===== src/design/sds_regs.vh =====
`ifndef SDS_REGS_VH
`define SDS_REGS_VH
// register indices on the programming interface
`define SDS_IDX_PRIMARY     1'b0
`define SDS_IDX_SECONDARY   1'b1
// primary status bit positions
`define SDS_P_DSP_CHECK     15
`define SDS_P_NVM_CRC       14
`define SDS_P_MEM_CRC       13
`define SDS_P_TJ_RANGE      12
`define SDS_P_TSENS_PLAUS   11
`define SDS_P_PLATE_SUP     10
`define SDS_P_HW_OVERTEMP   9
`define SDS_P_ADC_STUCK     7
`define SDS_P_DECIM_OVF     6
`define SDS_P_FIELD_HIGH    5
`define SDS_P_FIELD_LOW     4
`define SDS_P_POS_HIGH      3
`define SDS_P_POS_LOW       2
`define SDS_P_PLATE_CUR     1
// secondary status bit positions
`define SDS_S_GPADC_A       14
`define SDS_S_GPADC_B       12
`define SDS_S_UNDERVOLT     11
`define SDS_S_OVERVOLT      10
`define SDS_S_ANA_VOLT      9
`define SDS_S_DIG_VOLT      8
`define SDS_S_UC_SELFTEST   7
`define SDS_S_UC_ROM_OP     6
`define SDS_S_UC_MEM_OP     5
`define SDS_S_ANALOG        1
// writable-bit masks; reserved bits read zero
`define SDS_PRIMARY_MASK    16'hfefe
`define SDS_SECONDARY_MASK  16'h5fe2
`define SDS_STATUS_RESET    16'h0000
// pwm duty in tenths of a percent, period 1000 ticks
`define SDS_PWM_PERIOD      10'd1000
`define SDS_DUTY_ERR_LOW    10'd5
`define SDS_DUTY_ERR_HIGH   10'd995
`define SDS_DUTY_OVERVOLT   10'd20
// cycles of ref_clk per pwm tick
`define SDS_PWM_DIV         8'd10
`endif


===== src/design/sds_diag.v =====
`timescale 1ns/1ns
`include "sds_regs.vh"

// Behaviour
// self-tests run at start-up and continuously during normal operation
// on failure, output is withheld or signalled via sent or pwm
// pwm error signalled by 0.5 or 99.5 percent duty
// overvoltage may be signalled by 2 percent duty, selectable
// all diagnostics readable as flags in two status registers
// primary bits 15,14,13: dsp check, nvm checksum, rom/ram checksum
// primary bits 12,11,10: junction temp, temp sensor, plate supply
// primary bit 9 set by hardware overtemperature above 180 C
// primary bit 7 adc stuck, bit 6 decimation overflow
// primary bit 5 upper field, bit 4 lower field threshold
// primary bit 3 position high, 2 position low, 1 plate current
// secondary bits 14 and 12 both flag general converter error
// secondary bit 11 undervoltage, bit 10 overvoltage
// secondary bit 9 analog, bit 8 digital supply out of range
// secondary low byte conditions reset the device immediately; here dev_reset_req rises two cycles after the fault, behind two sync stages
// secondary bits 7,6,5: uc self-test, rom opcode, memory opcode
// secondary bit 1 flags analog section error
// reserved bits read zero
// flags clear at reset and set in the fault's cycle; here they set three cycles after the fault, behind two sync stages
module sds_diag (
  input  wire        ref_clk,
  input  wire        rst_n,
  input  wire        startup_done,
  input  wire [15:0] fault_primary,
  input  wire [15:0] fault_secondary,
  input  wire        clr_flags,
  input  wire        out_is_pwm,
  input  wire        err_duty_high,
  input  wire        ovv_duty_en,
  input  wire [9:0]  pos_duty,
  input  wire        pos_valid,
  input  wire        rd_sel,
  output wire [15:0] rd_data,
  output wire [15:0] diag_status_primary,
  output wire [15:0] diag_status_secondary,
  output wire        selftest_run,
  output wire        sent_err,
  output wire        out_hold,
  output wire        dev_reset_req,
  output reg         pwm_out_ff
);

  //------------------------------------------------------------
  // self-test scheduling
  //------------------------------------------------------------
  reg        startup_ff;
  reg        startup_sync_ff;
  reg        startup_meta_ff;
  reg        normal_ff;

  // startup_done is from another block; synchronise it anyway
  always @(posedge ref_clk or negedge rst_n) begin
    if (!rst_n) begin
      startup_meta_ff <= 1'b0;
      startup_sync_ff <= 1'b0;
      startup_ff      <= 1'b1;
      normal_ff       <= 1'b0;
    end else begin
      startup_meta_ff <= startup_done;
      startup_sync_ff <= startup_meta_ff;
      startup_ff      <= ~startup_sync_ff;
      normal_ff       <= startup_sync_ff;
    end
  end

  // both phase bits flip on one edge, so the checks never see a gap
  assign selftest_run = startup_ff | normal_ff;

  //------------------------------------------------------------
  // fault input synchronisers
  //------------------------------------------------------------
  reg [15:0] fp_meta_ff;
  reg [15:0] fp_sync_ff;
  reg [15:0] fs_meta_ff;
  reg [15:0] fs_sync_ff;

  // check results may come from analogue comparators
  always @(posedge ref_clk or negedge rst_n) begin
    if (!rst_n) begin
      fp_meta_ff <= `SDS_STATUS_RESET;
      fp_sync_ff <= `SDS_STATUS_RESET;
      fs_meta_ff <= `SDS_STATUS_RESET;
      fs_sync_ff <= `SDS_STATUS_RESET;
    end else begin
      fp_meta_ff <= fault_primary;
      fp_sync_ff <= fp_meta_ff;
      fs_meta_ff <= fault_secondary;
      fs_sync_ff <= fs_meta_ff;
    end
  end

  //------------------------------------------------------------
  // status flags
  //------------------------------------------------------------
  wire [15:0] p_set;
  wire [15:0] s_set;
  wire [15:0] p_flag;
  wire [15:0] s_flag;

  // reserved positions are masked so they can never set
  assign p_set = fp_sync_ff & `SDS_PRIMARY_MASK;
  assign s_set = fs_sync_ff & `SDS_SECONDARY_MASK;

  genvar gi;
  generate
    for (gi = 0; gi < 16; gi = gi + 1) begin : g_flag
      // one sticky flag per condition, cleared by reset
      sds_flag u_p (
        .ref_clk (ref_clk),
        .rst_n   (rst_n),
        .set_in  (p_set[gi]),
        .clr_in  (clr_flags),
        .flag_ff (p_flag[gi])
      );
      sds_flag u_s (
        .ref_clk (ref_clk),
        .rst_n   (rst_n),
        .set_in  (s_set[gi]),
        .clr_in  (clr_flags),
        .flag_ff (s_flag[gi])
      );
    end
  endgenerate

  //------------------------------------------------------------
  // named conditions of the primary register
  //------------------------------------------------------------
  wire        dsp_check_flag;
  wire        nvm_crc_flag;
  wire        mem_crc_flag;
  wire        tj_range_flag;
  wire        tsens_flag;
  wire        plate_sup_flag;
  wire        hw_ot_flag;
  wire        adc_stuck_flag;
  wire        decim_flag;
  wire        field_high_flag;
  wire        field_low_flag;
  wire        pos_high_flag;
  wire        pos_low_flag;
  wire        plate_cur_flag;

  // one wire per check keeps the register layout readable
  assign dsp_check_flag  = p_flag[`SDS_P_DSP_CHECK];
  assign nvm_crc_flag    = p_flag[`SDS_P_NVM_CRC];
  assign mem_crc_flag    = p_flag[`SDS_P_MEM_CRC];
  assign tj_range_flag   = p_flag[`SDS_P_TJ_RANGE];
  assign tsens_flag      = p_flag[`SDS_P_TSENS_PLAUS];
  assign plate_sup_flag  = p_flag[`SDS_P_PLATE_SUP];
  assign hw_ot_flag      = p_flag[`SDS_P_HW_OVERTEMP];
  assign adc_stuck_flag  = p_flag[`SDS_P_ADC_STUCK];
  assign decim_flag      = p_flag[`SDS_P_DECIM_OVF];
  assign field_high_flag = p_flag[`SDS_P_FIELD_HIGH];
  assign field_low_flag  = p_flag[`SDS_P_FIELD_LOW];
  assign pos_high_flag   = p_flag[`SDS_P_POS_HIGH];
  assign pos_low_flag    = p_flag[`SDS_P_POS_LOW];
  assign plate_cur_flag  = p_flag[`SDS_P_PLATE_CUR];

  //------------------------------------------------------------
  // named conditions of the secondary register
  //------------------------------------------------------------
  wire        gpadc_a_flag;
  wire        gpadc_b_flag;
  wire        undervolt_flag;
  wire        overvolt_flag;
  wire        ana_volt_flag;
  wire        dig_volt_flag;
  wire        uc_selftest_flag;
  wire        uc_rom_flag;
  wire        uc_mem_flag;
  wire        analog_flag;
  wire        gpadc_err;

  // low-byte flags stay visible on the status port only
  assign gpadc_a_flag     = s_flag[`SDS_S_GPADC_A];
  assign gpadc_b_flag     = s_flag[`SDS_S_GPADC_B];
  assign undervolt_flag   = s_flag[`SDS_S_UNDERVOLT];
  assign overvolt_flag    = s_flag[`SDS_S_OVERVOLT];
  assign ana_volt_flag    = s_flag[`SDS_S_ANA_VOLT];
  assign dig_volt_flag    = s_flag[`SDS_S_DIG_VOLT];
  assign uc_selftest_flag = s_flag[`SDS_S_UC_SELFTEST];
  assign uc_rom_flag      = s_flag[`SDS_S_UC_ROM_OP];
  assign uc_mem_flag      = s_flag[`SDS_S_UC_MEM_OP];
  assign analog_flag      = s_flag[`SDS_S_ANALOG];

  // both converter-error positions mirror one another
  assign gpadc_err = gpadc_a_flag | gpadc_b_flag;

  // one means condition present; reserved bits stay zero
  assign diag_status_primary = {
    dsp_check_flag,
    nvm_crc_flag,
    mem_crc_flag,
    tj_range_flag,
    tsens_flag,
    plate_sup_flag,
    hw_ot_flag,
    1'b0,
    adc_stuck_flag,
    decim_flag,
    field_high_flag,
    field_low_flag,
    pos_high_flag,
    pos_low_flag,
    plate_cur_flag,
    1'b0
  };
  assign diag_status_secondary = {
    1'b0,
    gpadc_err,
    1'b0,
    gpadc_err,
    undervolt_flag,
    overvolt_flag,
    ana_volt_flag,
    dig_volt_flag,
    uc_selftest_flag,
    uc_rom_flag,
    uc_mem_flag,
    3'b000,
    analog_flag,
    1'b0
  };

  // low-byte faults reset the part, so software sees them as zero
  assign dev_reset_req = |s_set[7:0];

  //------------------------------------------------------------
  // programming interface read port
  //------------------------------------------------------------
  reg [15:0] rd_data_ff;
  reg [15:0] nxt_rd_data;

  // secondary low byte is never readable here
  always @* begin
    if (rd_sel == `SDS_IDX_SECONDARY) begin
      nxt_rd_data = {diag_status_secondary[15:8], 8'h00};
    end else begin
      nxt_rd_data = diag_status_primary;
    end
  end

  // data follows the index one cycle late, traded for a clean word
  always @(posedge ref_clk or negedge rst_n) begin
    if (!rst_n) begin
      rd_data_ff <= `SDS_STATUS_RESET;
    end else begin
      rd_data_ff <= nxt_rd_data;
    end
  end

  assign rd_data = rd_data_ff;

  //------------------------------------------------------------
  // error reporting on the output
  //------------------------------------------------------------
  wire any_err;
  wire ovv_only;

  // overvoltage alone may get its own level when enabled
  assign ovv_only = s_flag[`SDS_S_OVERVOLT] &
                    ~(|(diag_status_primary)) &
                    ~(|(diag_status_secondary &
                        ~(16'h0001 << `SDS_S_OVERVOLT)));
  assign any_err  = |diag_status_primary | |diag_status_secondary;

  // hide position values rather than emit a wrong one
  assign out_hold = any_err | ~pos_valid;
  assign sent_err = any_err & ~out_is_pwm;

  //------------------------------------------------------------
  // pwm generator
  //------------------------------------------------------------
  reg [7:0] div_ff;
  reg [9:0] tick_ff;
  reg [9:0] duty_ff;
  reg [9:0] nxt_duty;
  wire      tick_en;

  assign tick_en = (div_ff == `SDS_PWM_DIV - 8'd1);

  // duty choice; error levels override the measured value
  always @* begin
    if (ovv_only && ovv_duty_en) begin
      nxt_duty = `SDS_DUTY_OVERVOLT;
    end else if (any_err) begin
      nxt_duty = err_duty_high ? `SDS_DUTY_ERR_HIGH :
                                 `SDS_DUTY_ERR_LOW;
    end else if (pos_valid) begin
      nxt_duty = pos_duty;
    end else begin
      nxt_duty = `SDS_DUTY_ERR_LOW;
    end
  end

  // duty is latched at period start to avoid runt pulses
  always @(posedge ref_clk or negedge rst_n) begin
    if (!rst_n) begin
      div_ff     <= 8'h00;
      tick_ff    <= 10'h000;
      duty_ff    <= `SDS_DUTY_ERR_LOW;
      pwm_out_ff <= 1'b0;
    end else begin
      div_ff <= tick_en ? 8'h00 : div_ff + 8'd1;
      if (tick_en) begin
        if (tick_ff == `SDS_PWM_PERIOD - 10'd1) begin
          tick_ff <= 10'h000;
          duty_ff <= nxt_duty;
        end else begin
          tick_ff <= tick_ff + 10'd1;
        end
      end
      pwm_out_ff <= out_is_pwm & (tick_ff < duty_ff);
    end
  end

endmodule


===== src/design/sds_flag.v =====
`timescale 1ns/1ns
// sticky flag: set wins over clear
module sds_flag (
  input  wire ref_clk,
  input  wire rst_n,
  input  wire set_in,
  input  wire clr_in,
  output reg  flag_ff
);
  // a fault in the clearing cycle is kept
  always @(posedge ref_clk or negedge rst_n) begin
    if (!rst_n) begin
      flag_ff <= 1'b0;
    end else if (set_in) begin
      flag_ff <= 1'b1;
    end else if (clr_in) begin
      flag_ff <= 1'b0;
    end
  end
endmodule


===== config.mk =====
export PLATFORM = sky130hd
export DESIGN_NAME = sds_diag
export DESIGN_NICKNAME = d
export VERILOG_FILES = /design/src/design/sds_diag.v /design/src/design/sds_flag.v
export VERILOG_INCLUDE_DIRS = /design/src /design/src/design
export SDC_FILE = /design/constraint.sdc
export NUM_CORES = 1
export LEC_CHECK = 0
export BUFFER_PORTS_ARGS = -buffer_cell sky130_fd_sc_hd__buf_2
export CAP_MARGIN = 25
export CORE_ASPECT_RATIO = 0.6
export CORE_MARGIN = 4
export CORE_UTILIZATION = 53
export CTS_CLUSTER_DIAMETER = 40
export DETAILED_ROUTE_END_ITERATION = 12
export PLACE_DENSITY_LB_ADDON = 0.2
export SYNTH_ARGS = -nofsm -noshare
export SYNTH_HDL_FRONTEND = slang
export SYNTH_SLANG_ARGS = --single-unit

===== constraint.sdc =====
create_clock -name ref_clk -period 2 [get_ports ref_clk]
set_input_delay 0.1 -clock ref_clk [delete_from_list [all_inputs] [get_ports ref_clk]]
set_output_delay 0.1 -clock ref_clk [all_outputs]
set_load 0.01 [all_outputs]

==> results.toml, run 1 <==
[detailed_routing]
drtAntennaViolNets = 0
vias = 2920
drtPass1Iterations = 4
route.detailed.wl_per_inst_um = 16.3
routed_via_density = 5.01
drt_iter0_markers = 190
drc = 0
wirelength_um = 9510

[setup_path]
crit_type = "reg2reg"
critPathLaunchType = "flip-flop"
crit_path_end_kind = "flip-flop"
rr_endpoint = "duty_ff[7]"
critPathArrivalTime_ns = 2.31
path_max_fanout = 7
reg2reg_slack_ns = -0.02
required_ns = 2.28
reg2reg_from = "g_flag[9].u_p.flag_ff"
reg2regPathDepth = 5

[worst_hold_path]
worstHoldEndpoint = "duty_ff[0]"
hold_depth = 3
worst_hold_path_type = "in2reg"
hp-start = "pos_duty[0]"

[cells_and_area]
final_util_pct = 74.5
final_net_count = 525
fill_cells = 499
postLayoutCellArea_mm2 = 0.00601
antenna_cells = 0
drive_gt1_share_pct = 34.3
syn2layout_area_growth_pct = 33.5

[power_and_ir_drop]
power_frac_seq_pct = 45.2
intPower_w = 0.00451
swShare_pct = 22.2
comb_power_share_pct = 5.9
peakVddDrop_v = 0.000915
power.net_switching_w = 0.00129
clkPwrFrac_pct = 48.9
power.density_mw_per_mm2 = 964
p_leak_nw = 2.85

[clock_network]
cts.htree.levels = 4
clk_path_buf_depth = 2
cts-root-buf = "clkbuf_16"
cts_tree = "done"
clk_latency_ns = 0.40
clk_pin_slew_ns = 0.05
numCtsBuffers = 17
clock_sinks = 120

[timing]
fin_ws_ns = -0.0244
slew_headroom_pct = 50.5
setup_viol = 7
finalCritPeriodShare_pct = 101
hold_ws_ns = 0.0236
hold_viol = 0
period_needed_ns = 2.02
slew_viol_final = 0
tightest_slew_ns = 0.742
rsz0062_at_grt = "yes"
fmax_ghz = 0.494
fin_skew_ns = 0.00773

[logic_synthesis]
ys_seq_elements = 120
synth_common_cells = "dfrtp_1, buf_4, a21o_1"
synth_top_cell_area_share_pct = 65.0
netlist_area_mm2 = 0.00451
synth_cell_types = 47
async_flop_share_pct = 100
synth_edf_count = 0
synth-main-ff-cell = "dfrtp_1"
ys_warn_count = 0
syn_avg_cell_area_um2 = 13.5
synthCells = 335
netlist_top_cells_area = "dfrtp_1, buf_4, a21o_1, ha_1, dfstp_2"
yosysMostFrequentCell = "dfrtp_1"
seq_area_frac_synth_pct = 66.7
synth_top_cell_by_area = "dfrtp_1"

[floorplanning]
rows = 25
dieArea_mm2 = 0.0101
start_util_pct = 55.8
die_h_um = 79.4
ios = 104
die_w_um = 127
core_area_mm2 = 0.00807

[grt]
antenna_found_initial = 0
grt_usage_pct = 20.1
grt_pass1_wl_um = 15200
grt.overflow.total = 0
grt_start_max_net_pins = 49
grt_pass1_vias = 3004

[placement]
post-place-ws_ns = -0.0331
place.gp.congestion = 0.848
hpwl_um = 6050
io_buffers = 86
place_area_mm2 = 0.00495

[status]
status = "finished, violations left"
violations = "setup timing"

[flow_run]
cap_viol_max_count = 0
[worst max-delay path, cell delays in order (launching register included)]
cell     delay [ns]
dfrtp_1        0.46
nor4_4         0.39
nand4_4        0.18
buf_4          0.19
o311a_4        0.41
a221o_1        0.27
[stage by stage]
step           total power, W  cells  TNS (ns)
3_5_place_dp          0.00293    510    -0.204
2_1_floorplan         0.00280    343         0
4_1_cts               0.00585    581         0
6_report              0.00580    583    -0.126
3_3_place_gp          0.00292    510         0
5_1_grt               0.00603    583    -0.646
[routing by layer]
layer  share of wire (%)  global-route usage (%)  vias to the layer above
li1                    -                       -                     1364
met1                  46                    27.4                     1468
met2                  47                    30.5                       80
met3                 5.8                    6.28                        8
met4                 1.0                    7.71                        0
met5                   0                       0                        -
[cell type report]
type	instances	area [µm²]	area share (%)
repair buffers	140	955	15.9
inverters	17	63.8	1.06
well taps	108	135	2.25
clock inverters	11	97.6	1.62
flip-flops and latches	120	3010	50.0
clock buffers	21	470	7.82
multi-input cells	166	1290	21.4
[what timing repair did]
item | CTS | global route
setup endpoints to repair | 9 | 12
hold buffers | 35 | 0
setup buffers | 5 | 2
pin swaps | 5 | 2
gates resized for setup | 12 | 6
hold endpoints to repair | 80 | 0
[cells by family after synthesis]
logic type                 count (synthesis)  synth area share, %
other                                      1               0.0832
and+or+nand+nor                           78                 10.2
adders and majority gates                 12                 3.33
xor gates and xnor gates                  13                 2.53
AOI/OAI and AO/OA                         51                 8.72
DFF                                      120                 66.7
muxes                                      3                0.750
buffers and inverters                     57                 7.63
[worst max-delay path by stage]
stage                      end  slack (ns)  cells past startpoint                   from
floorplan           duty_ff[1]        0.28                      4  g_flag[1].u_s.flag_ff
global placement    duty_ff[9]        0.03                      4  g_flag[4].u_p.flag_ff
detailed placement  duty_ff[1]       -0.03                      4  g_flag[3].u_p.flag_ff
CTS                   out_hold      0.0005                      5  g_flag[3].u_p.flag_ff
global route          sent_err       -0.11                      6  g_flag[9].u_p.flag_ff
finish              duty_ff[7]       -0.02                      5  g_flag[9].u_p.flag_ff
[power groups by stage]
stage / clock, W / sequential [W] / combinational [W]
6_report: 0.00284 / 0.00262 / 0.000343
5_1_grt: 0.00302 / 0.00263 / 0.000380
4_1_cts: 0.00289 / 0.00261 / 0.000344
3_5_place_dp: 0 / 0.00265 / 0.000285
3_3_place_gp: 0 / 0.00264 / 0.000280
2_1_floorplan: 0 / 0.00264 / 0.000155
[cells in the final DEF (no fill, tap or decap), types with 2 or more instances in the layout]
cell	instances
mux2_2	3
a21oi_1	4
and3_1	4
clkinv_2	4
dfrtp_1	117
inv_1	17
a221o_1	6
clkinvlp_4	4
buf_4	17
or4_1	2
nor2_2	2
conb_1	9
nand3_1	9
dfstp_2	3
xor2_1	6
xnor2_1	7
buf_12	2
ha_1	12
o21ai_0	5
nor2_1	16
a21o_1	24
nand2_1	9
clkbuf_16	17
nand4_1	4
dlygate4sd3_1	35
nor2b_1	10
buf_2	85
clkbuf_8	3
or3_1	2
nor4_4	4
[flip-flops by register name, indices dropped and copies added, names as in the netlist]
register,flops
div_ff,8
rd_data,15
fp_meta_ff,14
startup_ff,1
duty_ff,10
startup_meta_ff,1
startup_sync_ff,1
normal_ff,1
fs_meta_ff,10
g_flag.u_s.flag_ff,10
tick_ff,10
pwm_out_ff,1
fp_sync_ff,14
fs_sync_ff,10
g_flag.u_p.flag_ff,14
Note: power is estimated with default switching activity, not from simulation.
==> inputs of run 2 (changes only) <==
Settings changed: CORE_ASPECT_RATIO 0.6 to not set, SYNTH_HIERARCHICAL set to 1.
==> run 2 against run 1 <==
Effect of this change: the flow still finishes with violations (setup timing); clock skew about the same; setup slack got worse by 0.22 ns; synthesized area increased by 3.1%; utilization decreased by 1.5 points; total power increased by 0.99%; global-route usage about the same; wire length decreased by 0.33%; critical path type is now reg2out.
==> results.toml, run 2 <==
[status]
status = "finished, violations left"
violations = "setup timing"

[setup_path]
crit_type = "reg2out"
crit_path_end_kind = "primary output"
critPathSlowestCell = "or4_4"
path_buf_inv = 2
cp_slowest_stage_delay_ns = 0.54
path_cells = "or4_4 -> nor4_4 -> nor3b_2 -> buf_4 -> nor2_1 -> buf_2"
cp_top_family = "simple AND/OR/NAND/NOR gates"
required_ns = 1.90
path_max_fanout = 5
critPathArrivalTime_ns = 2.14
critPathLaunchType = "flip-flop"

[placement]
post-place-ws_ns = -0.117
io_buffers = 86
place.gp.congestion = 0.823
hpwl_um = 5930

[logic_synthesis]
netlist_area_mm2 = 0.00465
synth_edf_count = 0
seq_area_frac_synth_pct = 64.7
synthCells = 381
synth-main-ff-cell = "dfrtp_1"
synth_top_cell_area_share_pct = 63.0
syn_avg_cell_area_um2 = 12.2
ys_warn_count = 6
synth_common_cells = "dfrtp_1, inv_1, buf_4"
synth_cell_types = 40
netlist_top_cells_area = "dfrtp_1, buf_4, a21o_1, ha_1, inv_1"
yosysMostFrequentCell = "dfrtp_1"
synth_top_cell_by_area = "dfrtp_1"
async_flop_share_pct = 100
ys_seq_elements = 120

[floorplanning]
start_util_pct = 55.4
rows = 33
core_area_mm2 = 0.00838
ios = 104
dieArea_mm2 = 0.0103
die_w_um = 102
die_h_um = 102

[cells_and_area]
final_cell_mix = "dfrtp_1, buf_2, inv_1"
final_util_pct = 73.0
antenna_cells = 0
final_common_cell = "dfrtp_1"
final_net_count = 571
drive_gt1_share_pct = 30.2
syn2layout_area_growth_pct = 31.7
largest_register_ff_count = 15

[worst_hold_path]
worst_hold_path_type = "in2reg"

[clock_network]
clk_latency_ns = 0.51
clk_pin_slew_ns = 0.06
cts.htree.levels = 4
numCtsBuffers = 17
clock_sinks = 120
cts_tree = "done"
cts-root-buf = "clkbuf_8"
clk_path_buf_depth = 2

[detailed_routing]
vias = 3091
met3_length_um = 474
drtAntennaViolNets = 0
route.detailed.wl_per_inst_um = 15.2
drc = 0
wl_met1_um = 3860
drt_iter0_markers = 87
wirelength_um = 9480
routed_via_density = 4.95
maxUsedRoutingLayer = "met4"
met2_length_um = 5040
drtPass1Iterations = 5

[timing]
slew_viol_final = 0
rsz0062_at_grt = "yes"
fin_ws_ns = -0.240
fin_setup_tns_ns = -1.02
fin_skew_ns = 0.00765
finalCritPeriodShare_pct = 112
period_needed_ns = 2.24
setup_viol = 9
slew_headroom_pct = 60.3
hold_viol = 0
tightest_slew_ns = 0.596
fmax_ghz = 0.447

[power_and_ir_drop]
p_leak_nw = 3.03
power_w = 0.00586
power.density_mw_per_mm2 = 957
peakVddDrop_v = 0.000865

[grt]
antenna_found_initial = 0
grt_pass1_wl_um = 15600
grt_pass1_vias = 3293
grt_usage_pct = 20.1
grt_start_max_net_pins = 47
grt.overflow.total = 0

[flow_run]
cap_viol_max_count = 0
[run 2: changes by cell type after synthesis, moves of 4 or more]
cell / delta
a221o_1: -6
and3_1: +6
inv_1: +22
nand2_1: +10
nand4_1: +4
nor3_1: +10
[run 2: per-stage QoR]
step	hold WS [ns]	std cells	cell area, µm²
6_report	0.0145	625	6120
5_1_grt	0.0130	625	6120
4_1_cts	0.000833	624	6100
3_5_place_dp	0.145	554	5110
3_3_place_gp	0.149	554	5110
2_1_floorplan	-0.196	389	4690
[run 2: area by class of cell]
type,count,area [µm²]
multi-input cells,190,1310
well taps,105,131
clock inverters,13,146
flip-flops and latches,120,3010
repair buffers,140,957
fillers,591,2260
inverters,39,146
clock buffers,18,418
[run 2: repair_timing]
action | in CTS | in global routing
setup buffers | 3 | 1
pin swaps | 6 | 1
endpoints found under the setup margin | 9 | 9
hold endpoints to repair | 78 | 0
hold buffers | 36 | 0
resized for setup | 9 | 2
[run 2: cells by family (layout without fill, tap and decap cells)]
logic type | Yosys count | after routing | synth area share [%]
XOR/XNOR | 13 | 13 | 2.45
adder cells (fa/ha/maj) | 12 | 12 | 3.23
AO/OA/AOI/OAI | 41 | 41 | 6.57
AND/OR/NAND/NOR | 112 | 112 | 13.2
multiplexers | 3 | 3 | 0.727
other | 1 | 9 | 0.0807
buffers and inverters | 79 | 210 | 9.07
flip-flops | 120 | 120 | 64.7
[run 2: routing by layer]
layer / vias to the layer above / global-route usage [%]
met5: - / 0
met2: 90 / 34.8
li1: 1468 / -
met3: 9 / 5.72
met4: 0 / 6.24
met1: 1524 / 24.4
[run 2: worst reg2reg max path: cells and delay by family (launching register included)]
kind | cells | cell delay, ns
simple gates | 4 | 1.28
flops | 1 | 0.38
compound gates | 1 | 0.22
buf+inv | 1 | 0.17
[run 2: worst paths after layout]
check | start | to | slack [ns] | cells after the start
worst max register to register | g_flag[12].u_p/flag_ff | duty_ff[2] | -0.11 | 6
worst min register to register | fs_meta_ff[5] | fs_sync_ff[5] | 0.35 | 0
worst min-delay path | rd_sel | rd_data[6] | 0.01 | 2
max in group asynchronous | rst_n | fp_sync_ff[1] | 1.23 | 3
min in group asynchronous | rst_n | g_flag[6].u_p/flag_ff | 0.15 | 2
worst max-delay path | g_flag[12].u_p/flag_ff | sent_err | -0.24 | 6
[run 2: power breakdown]
group,internal [W],leakage [nW],switching [W],total [W]
clock network,0.00177,0.260,0.00110,0.00287
registers,0.00255,1.40,0.0000599,0.00261
logic,0.000188,1.37,0.000194,0.000382
==> inputs of run 3 (changes only) <==
Settings changed: ABC_AREA set to 1, CORE_UTILIZATION 53 to 54, SKIP_CTS_REPAIR_TIMING set to 1.
==> run 3 against run 2 <==
Effect of this change: the run ends with hold timing left; global-route usage fell by 2.0 points; synthesized cell count rose by 35%; critical path depth rose by 1; clock power is 2% lower; combinational power decreased by 7.9%; total power shrank 1.7%; highest routed layer unchanged.
==> results.toml, run 3 <==
[status]
status = "finished, violations left"
violations = "hold timing"

[floorplanning]
core_area_mm2 = 0.00885
die_h_um = 104
die_w_um = 104
dieArea_mm2 = 0.0108
start_util_pct = 56.1
ios = 104
rows = 34

[clock_network]
clk_latency_ns = 0.49
numCtsBuffers = 17
clk_path_buf_depth = 2
clk_pin_slew_ns = 0.06
cts_tree = "done"
clock_sinks = 120
cts.htree.levels = 4
cts-root-buf = "clkbuf_8"

[logic_synthesis]
netlist_area_mm2 = 0.00496
seq_area_frac_synth_pct = 60.6
synth-main-ff-cell = "dfrtp_1"
ys_warn_count = 6
synth_edf_count = 0
yosysMostFrequentCell = "dfrtp_1"
synth_cell_types = 35
synth_top_cell_by_area = "dfrtp_1"
async_flop_share_pct = 100
synthCells = 516
ys_seq_elements = 120
synth_common_cells = "dfrtp_1, nand2_1, inv_1"
netlist_top_cells_area = "dfrtp_1, nand2_1, inv_1, buf_4, nor2_1"
synth_top_cell_area_share_pct = 59.0
syn_avg_cell_area_um2 = 9.61

[flow_run]
cap_viol_max_count = 0

[power_and_ir_drop]
peakVddDrop_v = 0.000676
power.net_switching_w = 0.00127
power_w = 0.00576
power.density_mw_per_mm2 = 918
comb_power_share_pct = 6.1
p_leak_nw = 3.35
clkPwrFrac_pct = 48.8
intPower_w = 0.00449
power_frac_seq_pct = 45.1
swShare_pct = 22.0

[grt]
grt_usage_pct = 18.1
grt_start_max_net_pins = 42
grt.overflow.total = 0
grt_pass1_vias = 3417
grt_pass1_wl_um = 15700
antenna_found_initial = 0

[cells_and_area]
largest_register_ff_count = 15
final_net_count = 696
fill_cells = 630
antenna_cells = 0
final_cell_mix = "dfrtp_1, nand2_1, inv_1"
syn2layout_area_growth_pct = 26.4
final_common_cell = "dfrtp_1"
drive_gt1_share_pct = 23.3

[timing]
hold_ws_ns = -0.0251
fin_setup_tns_ns = 0
slew_viol_final = 0
fmax_ghz = 0.538
fin_skew_ns = 0.00593
setup_viol = 0
hold_viol = 3
rsz0062_at_grt = "yes"
finalCritPeriodShare_pct = 92.9
period_needed_ns = 1.86

[detailed_routing]
drtAntennaViolNets = 0
drt_iter0_markers = 194
vias = 3521
drc = 0
routed_via_density = 4.68
drtPass1Iterations = 5
wirelength_um = 9450
route.detailed.wl_per_inst_um = 12.6

[setup_path]
path_cells = "nor2_1 -> nand2_1 -> nor2_2 -> nand3_1 -> nor2_2 -> inv_1 -> buf_2"
crit_path_end_kind = "primary output"
critPathArrivalTime_ns = 1.76
crit_type = "reg2out"
critPathSlowestCell = "dfrtp_1"
required_ns = 1.90
cp_top_family = "simple AND/OR/NAND/NOR gates"
cp_slowest_stage_delay_ns = 0.40
path_buf_inv = 2
path_max_fanout = 4
critPathLaunchType = "flip-flop"
path_common_cell = "nor2_2"

[worst_hold_path]
worst_hold_path_type = "in2reg"

[placement]
place.gp.congestion = 0.856
io_buffers = 86
hpwl_um = 6380
## run 3: cell types whose count changed after synthesis, moves of 10 or more
cell | previous run | this run
and3_1 | 11 | 0
nor2_1 | 21 | 44
nor2b_1 | 13 | 0
a21o_1 | 27 | 1
nand2_1 | 19 | 107
inv_1 | 39 | 102
nand3_1 | 8 | 18
## run 3: worst reg2reg max path: stages, from the launching register on
cell	delay, ns
dfrtp_1	0.40
inv_1	0.06
ha_1	0.14
nand3_1	0.12
nor2_4	0.30
nand3_4	0.19
nor2_8	0.22
nand3_1	0.11
o21ai_1	0.10
## run 3: per-stage QoR
| stage | hold slack [ns] | util [%] | std cells | cell area [µm²] | setup WS [ns] |
|---|---|---|---|---|---|
| floorplan | -0.196 | - | 524 | 4990 | 0.614 |
| global placement | 0.0913 | 60.3 | 685 | 5340 | 0.380 |
| detailed placement | 0.0965 | 60.3 | 685 | 5340 | 0.309 |
| CTS | -0.435 | 66.6 | 715 | 5890 | -0.0602 |
| global route | 0.00318 | 70.9 | 752 | 6270 | -0.00837 |
| finish | -0.0251 | 70.9 | 752 | 6270 | 0.141 |
## run 3: power by group through the flow
stage	logic, W	clock network (W)	registers [W]
finish	0.000352	0.00281	0.00260
global route	0.000400	0.00299	0.00261
detailed placement	0.000303	0	0.00264
global placement	0.000296	0	0.00263
floorplan	0.000170	0	0.00264
CTS	0.000304	0.00286	0.00260
## run 3: final timing paths
kind,startpoint,to,slack (ns),cells after the start
worst min register to register,fp_meta_ff[4],fp_sync_ff[4],0.34,0
worst max register to register,div_ff[1],duty_ff[9],0.29,8
max in group asynchronous,rst_n,fp_sync_ff[14],1.24,3
worst max-delay path,g_flag[12].u_p/flag_ff,out_hold,0.14,7
worst min-delay path,pos_duty[8],duty_ff[8],-0.03,5
min in group asynchronous,rst_n,rd_data[4],0.11,2
## run 3: layout make-up
type | count | area [µm²] | share of cell area [%]
sequential | 120 | 3010 | 48.0
multi-input combinational | 262 | 1340 | 21.3
timing repair buffer | 127 | 841 | 13.4
clock buffer | 19 | 432 | 6.88
inverter | 105 | 394 | 6.29
tap | 108 | 135 | 2.16
clock inverter | 11 | 125 | 2.00
## run 3: routing by layer
metal | GRT usage (%) | wire length (µm)
met5 | 0 | 0
met4 | 5.89 | 178
met3 | 6.34 | 622
met2 | 29.6 | 4740
met1 | 22.7 | 3910
## run 3: cell families after synthesis
family                   count (synthesis)  synth area share (%)
AO/OA/AOI/OAI                           33                  3.58
XOR/XNOR                                 2                 0.353
adder cells (fa/ha/maj)                 12                  3.03
buffers and inverters                  142                  13.3
flip-flops                             120                  60.6
multiplexers                             1                 0.227
other                                    1                0.0756
AND/OR/NAND/NOR                        205                  18.8
